File: src/rx1_loss_defines.svh
`ifndef RX1_LOSS_DEFINES_SVH
`define RX1_LOSS_DEFINES_SVH

// ==========================================================
// Register offsets
`define RANGE_SELECT_ADDR   8'hbc
`define RESERVED_GAP_ADDR   8'hbd
`define UPPER_TRIP_ADDR     8'hbe
`define LOWER_TRIP_ADDR     8'hbf

// ==========================================================
// Field positions of the range select register
`define UPPER_RANGE_MSB     6
`define UPPER_RANGE_LSB     4
`define LOWER_RANGE_MSB     2
`define LOWER_RANGE_LSB     0
`define RANGE_RSVD_HI_BIT   7
`define RANGE_RSVD_LO_BIT   3
`define RANGE_WRITE_MASK    8'h77

// ==========================================================
// Reset values
`define RANGE_SELECT_RESET  8'h00
`define UPPER_TRIP_RESET    8'h00
`define LOWER_TRIP_RESET    8'h00
`define RESERVED_GAP_VALUE  8'h00

// ==========================================================
// Full-scale fraction per range code, in hundredths of a percent
`define FRAC_CODE0          32'd10000
`define FRAC_CODE1          32'd8002
`define FRAC_CODE2          32'd6669
`define FRAC_CODE3          32'd5005
`define FRAC_CODE4          32'd4005
`define FRAC_CODE5          32'd3338
`define FRAC_CODE6          32'd2862
`define FRAC_CODE7          32'd2504
`define FRAC_FULL           32'd10000
`define TRIP_CODE_SHIFT     8

`endif

File: src/rx1_loss_pkg.sv
package rx1_loss_pkg;

    typedef logic [2:0] range_code_t;

    typedef struct packed {
        logic       wr_en;
        logic       rd_en;
        logic [7:0] addr;
        logic [7:0] wr_data;
        logic       page_b;
    } reg_req_s;

    typedef struct packed {
        logic level_one_password;
        logic level_two_password;
        logic table_read_write_grant;
        logic table_read_grant;
        logic quick_trip_enable;
    } access_s;

    typedef struct packed {
        logic [7:0] range_select;
        logic [7:0] upper_trip;
        logic [7:0] lower_trip;
        logic       low_alarm;
        logic       high_alarm;
        logic [7:0] rd_data;
        logic       rd_valid;
        logic       access_denied;
    } state_s;

endpackage

File: src/rx1_loss_threshold_regs.sv
`include "rx1_loss_defines.svh"

// Function
// - Range register scales upper and lower spans
// - Upper range field bits 6:4, default 0
// - Lower range field bits 2:0, default 0
// - Bits 7 and 3 reserved, zero
// - Reads need level two, or level one+grant
// - Range writes need level two or one+rw
// - Trip writes also need quick trip off
// - Upper trip is 8-bit binary code
// - Lower trip is 8-bit binary code
// - Below lower trip sets low alarm
// - Low alarm holds until above upper trip
// - Above upper clears low, sets high
// - Registers reset to 00h, retained storage
// - One storage shared by both address pages
// - Gap location reserved, reads 00h
// - Read-write grant defaults 0, widens access
// - Read grant defaults 0, read only
module rx1_loss_threshold_regs #(
    parameter int STRENGTH_W = 16
) (
    // Clock and reset
    input  wire logic                    clk,
    input  wire logic                    rst,
    // Register port from the serial interface
    input  wire rx1_loss_pkg::reg_req_s  req,
    output logic [7:0]                   rd_data,
    output logic                         rd_valid,
    output logic                         access_denied,
    // Password and grant state
    input  wire rx1_loss_pkg::access_s   access,
    // Fast path sample, full scale 1.25 V at all ones
    input  wire logic [STRENGTH_W-1:0]   rx1_signal_strength,
    input  wire logic                    sample_valid,
    // Configuration to the analog side and alarms
    output logic [7:0]                   range_select,
    output logic [7:0]                   upper_trip,
    output logic [7:0]                   lower_trip,
    output logic                         rx1_signal_lost_low_alarm,
    output logic                         rx1_signal_restored_high_alarm
);
    import rx1_loss_pkg::*;

    // ==========================================================
    // Functions
    function automatic logic [31:0] range_fraction(input range_code_t code);
        logic [31:0] f;
        f = `FRAC_CODE0;
        case (code)
            3'h0: f = `FRAC_CODE0;
            3'h1: f = `FRAC_CODE1;
            3'h2: f = `FRAC_CODE2;
            3'h3: f = `FRAC_CODE3;
            3'h4: f = `FRAC_CODE4;
            3'h5: f = `FRAC_CODE5;
            3'h6: f = `FRAC_CODE6;
            3'h7: f = `FRAC_CODE7;
            default: f = `FRAC_CODE0;
        endcase
        return f;
    endfunction

    // Result in units of the strength input; product stays below 2^30
    function automatic logic [STRENGTH_W-1:0] scaled_trip(input logic [7:0] code, input range_code_t rng);
        logic [31:0] prod;
        logic [31:0] quot;
        prod = (32'(code) * range_fraction(rng)) << (STRENGTH_W - `TRIP_CODE_SHIFT);
        quot = prod / `FRAC_FULL;
        return quot[STRENGTH_W-1:0];
    endfunction

    // ==========================================================
    // Access decode
    state_s                  st;
    state_s                  next_st;
    logic                    read_ok;
    logic                    write_ok;
    logic                    trip_write_ok;
    logic [STRENGTH_W-1:0]   upper_level;
    logic [STRENGTH_W-1:0]   lower_level;
    logic                    below_lower;
    logic                    above_upper;
    logic                    hit_range;
    logic                    hit_gap;
    logic                    hit_upper;
    logic                    hit_lower;

    assign read_ok = access.level_two_password
                   | (access.level_one_password & (access.table_read_write_grant
                                                  | access.table_read_grant));
    assign write_ok = access.level_two_password
                    | (access.level_one_password & access.table_read_write_grant);
    assign trip_write_ok = write_ok & ~access.quick_trip_enable;

    // Page select is ignored: both pages hit the same storage
    assign hit_range = (req.addr == `RANGE_SELECT_ADDR);
    assign hit_gap   = (req.addr == `RESERVED_GAP_ADDR);
    assign hit_upper = (req.addr == `UPPER_TRIP_ADDR);
    assign hit_lower = (req.addr == `LOWER_TRIP_ADDR);

    // ==========================================================
    // Comparator
    assign upper_level = scaled_trip(st.upper_trip,
                                     st.range_select[`UPPER_RANGE_MSB:`UPPER_RANGE_LSB]);
    assign lower_level = scaled_trip(st.lower_trip,
                                     st.range_select[`LOWER_RANGE_MSB:`LOWER_RANGE_LSB]);
    assign below_lower = rx1_signal_strength < lower_level;
    assign above_upper = rx1_signal_strength > upper_level;

    // ==========================================================
    // Next state
    always_comb begin
        next_st = st;
        next_st.rd_valid = 1'b0;
        next_st.access_denied = 1'b0;

        if (req.wr_en) begin
            if (hit_range && write_ok) begin
                next_st.range_select = req.wr_data & `RANGE_WRITE_MASK;
            end else if (hit_upper && trip_write_ok) begin
                next_st.upper_trip = req.wr_data;
            end else if (hit_lower && trip_write_ok) begin
                next_st.lower_trip = req.wr_data;
            end else if (hit_range || hit_upper || hit_lower) begin
                next_st.access_denied = 1'b1;
            end
        end

        if (req.rd_en) begin
            next_st.rd_valid = 1'b1;
            next_st.rd_data = 8'h00;
            if (!read_ok) begin
                next_st.access_denied = 1'b1;
            end else if (hit_range) begin
                next_st.rd_data = st.range_select;
            end else if (hit_upper) begin
                next_st.rd_data = st.upper_trip;
            end else if (hit_lower) begin
                next_st.rd_data = st.lower_trip;
            end else if (hit_gap) begin
                next_st.rd_data = `RESERVED_GAP_VALUE;
            end
        end

        // A crossed configuration lets the low side win, failing safe
        if (sample_valid) begin
            if (below_lower) begin
                next_st.low_alarm = 1'b1;
                next_st.high_alarm = 1'b0;
            end else if (above_upper) begin
                next_st.low_alarm = 1'b0;
                next_st.high_alarm = 1'b1;
            end
            // Between the levels both alarms hold
        end
    end

    // ==========================================================
    // State register; storage is retained outside, reset gives defaults
    always_ff @(posedge clk or posedge rst) begin
        if (rst) begin
            st.range_select <= `RANGE_SELECT_RESET;
            st.upper_trip <= `UPPER_TRIP_RESET;
            st.lower_trip <= `LOWER_TRIP_RESET;
            st.low_alarm <= 1'b0;
            st.high_alarm <= 1'b0;
            st.rd_data <= 8'h00;
            st.rd_valid <= 1'b0;
            st.access_denied <= 1'b0;
        end else begin
            st <= next_st;
        end
    end

    assign rd_data = st.rd_data;
    assign rd_valid = st.rd_valid;
    assign access_denied = st.access_denied;
    assign range_select = st.range_select;
    assign upper_trip = st.upper_trip;
    assign lower_trip = st.lower_trip;
    assign rx1_signal_lost_low_alarm = st.low_alarm;
    assign rx1_signal_restored_high_alarm = st.high_alarm;
endmodule

File: config.mk
export PLATFORM = sky130hd
export DESIGN_NAME = rx1_loss_threshold_regs
export DESIGN_NICKNAME = d
export VERILOG_FILES = /design/src/rx1_loss_pkg.sv /design/src/rx1_loss_threshold_regs.sv
export VERILOG_INCLUDE_DIRS = /design/src
export SDC_FILE = /design/constraint.sdc
export NUM_CORES = 1
export LEC_CHECK = 0
export BUFFER_PORTS_ARGS = -buffer_cell sky130_fd_sc_hd__buf_2
export CAP_MARGIN = 5
export CORE_ASPECT_RATIO = 1.25
export CORE_UTILIZATION = 30
export DETAILED_ROUTE_END_ITERATION = 8
export SLEW_MARGIN = 30
export SYNTH_ARGS = -nofsm -noshare
export SYNTH_HDL_FRONTEND = slang
export SYNTH_SLANG_ARGS = --single-unit
File: constraint.sdc
create_clock -name clk -period 42 [get_ports clk]
set_input_delay 6.3 -clock clk [delete_from_list [all_inputs] [get_ports clk]]
set_output_delay 6.3 -clock clk [all_outputs]
set_load 0.02 [all_outputs]
==> impl_metrics.env <==
export IMPL_cts_resized=0
export IMPL_fp_dieW_um=262
export IMPL_via_per_inst=5.80
export IMPL_maxSlewHeadroom_pct=31.0
export IMPL_cts_clk_slew_worst_paths_ns=0.06
export IMPL_ctsHoldBuffers=0
export IMPL_rows=118
export IMPL_drive_gt1_share_pct=10.6
export IMPL_fin_util_pct=32.2
export IMPL_nNetsFinal=3659
export IMPL_slowest_stage="a32oi_1"
export IMPL_drt_drc_violations_left=0
export IMPL_cp_arrival_ns=28.75
export IMPL_min_period_ns=28.61
export IMPL_routed_wl_um=75000
export IMPL_layout_area_overhead_vs_synth_pct=5.86
export IMPL_worstMarginPinSlew_ns=1.01
export IMPL_crit_top_cell="a21oi_1"
export IMPL_setup_viol=0
export IMPL_grt_pass1_vias=23900
export IMPL_die_h_um=327
export IMPL_cp_num_cells=96
export IMPL_dr_first_iter_drc_count=1761
export IMPL_start_util_pct=30.4
export IMPL_rrSetupSlack_ns=13.40
export IMPL_synth_top_flop_cell="dfrtp_1"
export IMPL_r2r_cells=96
export IMPL_mostFrequentLayoutCells="283 x nand2_1, 261 x inv_1, 201 x nor2_1"
export IMPL_grt_setup_unrepaired="no"
export IMPL_drv_cap=0
export IMPL_core_mm2=0.0833
export IMPL_end_kind="register"
export IMPL_clkSinkCount=34
export IMPL_dp_hpwl_um=61700
export IMPL_die_area_mm2=0.0856
export IMPL_status="finished clean"
export IMPL_synth_edf_count=0
export IMPL_r2r_end="rx1_signal_restored_high_alarm$_DFFE_PP0P_"
export IMPL_globalplace_congestion=0.897
export IMPL_async_reset_ff_share_pct=100
export IMPL_startpoint="range_select[5]$_DFFE_PP0P_"
export IMPL_endpoint="rx1_signal_restored_high_alarm$_DFFE_PP0P_"
export IMPL_seq_area_frac_synth_pct=3.36
export IMPL_fin_crit_sh_pct=68.1
export IMPL_wl_per_cell_um=17.0
export IMPL_synth_area_mm2=0.0253
export IMPL_cp_max_fo=15
export IMPL_synth_seq_cells=34
export IMPL_ctsHtreeMaxLevel=2
export IMPL_cts_tree="built"
export IMPL_crit_required_ns=42.14
export IMPL_cpPeakStageDelay_ns=0.69
export IMPL_avgSynthCellArea_um2=7.57
export IMPL_fmax_mhz=35.0
export IMPL_overflow=0
export IMPL_place_area_mm2=0.0266
export IMPL_cp_top_family="compound AO/OA/AOI/OAI gates"
export IMPL_port_buffers=75
export IMPL_grt_total_usage_pct=16.9
export IMPL_io_pin_count=79
export IMPL_antenna_found_initial=7
export IMPL_synth_cell_types=161
export IMPL_grt_pass1_wl_um=122000
export IMPL_grt_max_degree=35
export IMPL_cts_made_buffers=5
export IMPL_fin_skew_ns=0.00342
export IMPL_cp_start_kind="register"
export IMPL_slew_violations=0
export IMPL_hold_viol_final=0
export IMPL_drtPass1Iterations=7
export IMPL_critPathKind="register to register"
export IMPL_num_vias=25600
export IMPL_postRouteAntennaNets=0
export IMPL_fin_area_mm2=0.0268
export IMPL_yosys_warnings=0
export IMPL_setup_tns_ns=0
export IMPL_synthCells=3348
export IMPL_final_common_cell="nand2_1"
export IMPL_cts_setup_buffers=0
export IMPL_hp_class="register to register"
export IMPL_clockBufferDepth=2
export IMPL_regToRegStartpoint="range_select[5]$_DFFE_PP0P_"
export IMPL_clk_latency_ns=0.29
export IMPL_root_buffer="clkbuf_16"
export IMPL_path_buf_inv=9
[state kept, by name, indices dropped and copies added (netlist names)]
register	count
rx1_signal_lost_low_alarm	1
upper_trip	8
rd_data	8
rx1_signal_restored_high_alarm	1
rd_valid	1
access_denied	1
range_select	6
lower_trip	8
[synth_stat cells, types with 39 or more instances]
library cell / instances / share of area (%)
a21o_1: 51 / 1.5
ha_1: 143 / 7.1
xnor2_1: 133 / 4.6
clkbuf_1: 50 / 0.74
nand4_1: 40 / 0.99
nor3_1: 94 / 1.9
a211oi_1: 49 / 1.5
fa_1: 144 / 11
a21oi_1: 196 / 3.9
nor2_1: 201 / 3.0
and2_1: 122 / 3.0
nand2_1: 283 / 4.2
o21a_1: 43 / 1.3
a31oi_1: 39 / 0.96
nand3_1: 87 / 1.7
mux2i_1: 50 / 2.0
o211ai_1: 60 / 1.8
mux2_2: 44 / 2.0
o21ai_0: 157 / 3.1
xor2_1: 59 / 2.0
and3_1: 46 / 1.1
nor2b_1: 77 / 1.9
o21ai_1: 40 / 0.79
or3_1: 39 / 0.96
inv_1: 261 / 3.9
[worst reg2reg max path, delay by kind of cell, from the launching register on]
kind                       cells  cell delay (ns)
DFF                            1             0.67
and+or+nand+nor               26             6.21
xor gates and xnor gates       4             1.58
AOI/OAI and AO/OA             45            13.95
adders and majority gates     10             3.93
muxes                          2             0.92
buffers and inverters          9             1.20
[routing by layer]
| layer | global-route usage [%] | wire (um) | part of all wire [%] |
|---|---|---|---|
| met5 | 0 | 82 | 0.11 |
| met4 | 3.12 | 1350 | 1.8 |
| met3 | 2.84 | 4100 | 5.5 |
| met2 | 29.8 | 36500 | 49 |
| met1 | 21.5 | 32900 | 44 |
[layout make-up]
type	count	area, um2
Antenna cell	2	5.00
Clock buffer	6	139
Clock inverter	2	60.1
Fill cell	9030	56400
Inverter	273	1030
Multi-Input combinational cell	2932	22900
Sequential cell	34	851
Tap cell	1080	1350
Timing Repair Buffer	83	435
[how the worst min path moves through the flow]
| stage | from | end | slack, ns | cells after the start |
|---|---|---|---|---|
| after floorplan | rd_data[0]$_DFFE_PP0P_ | rd_data[0]$_DFFE_PP0P_ | 0.61 | 2 |
| after global placement | rd_data[4]$_DFFE_PP0P_ | rd_data[4]$_DFFE_PP0P_ | 0.51 | 2 |
| after detailed placement | rd_data[5]$_DFFE_PP0P_ | rd_data[5]$_DFFE_PP0P_ | 0.52 | 2 |
| after CTS | rd_data[5]$_DFFE_PP0P_ | rd_data[5]$_DFFE_PP0P_ | 0.53 | 2 |
| after global routing | rd_data[4]$_DFFE_PP0P_ | rd_data[4]$_DFFE_PP0P_ | 0.56 | 2 |
| final | rd_data[4]$_DFFE_PP0P_ | rd_data[4]$_DFFE_PP0P_ | 0.53 | 2 |
[cells by family after synthesis]
kind of cell / after synthesis / share of synthesized area, %
AO/OA/AOI/OAI: 1131 / 34.2
XOR/XNOR: 210 / 7.96
adder cells (fa/ha/maj): 301 / 19.0
buffers and inverters: 383 / 6.36
flip-flops: 34 / 3.36
multiplexers: 97 / 4.08
other: 1 / 0.0148
AND/OR/NAND/NOR: 1191 / 25.0
[metrics by stage]
step	cells	worst slack (ns)	hold WS, ns
global placement	4402	13.20	0.512
floorplan	3349	18.96	0.606
detailed placement	4402	13.30	0.516
CTS	4410	13.24	0.528
global route	4411	11.17	0.555
finish	4412	13.40	0.526
Power is not shown: default switching activity piles up to over one toggle a cycle in this logic, so the estimate is an artifact.
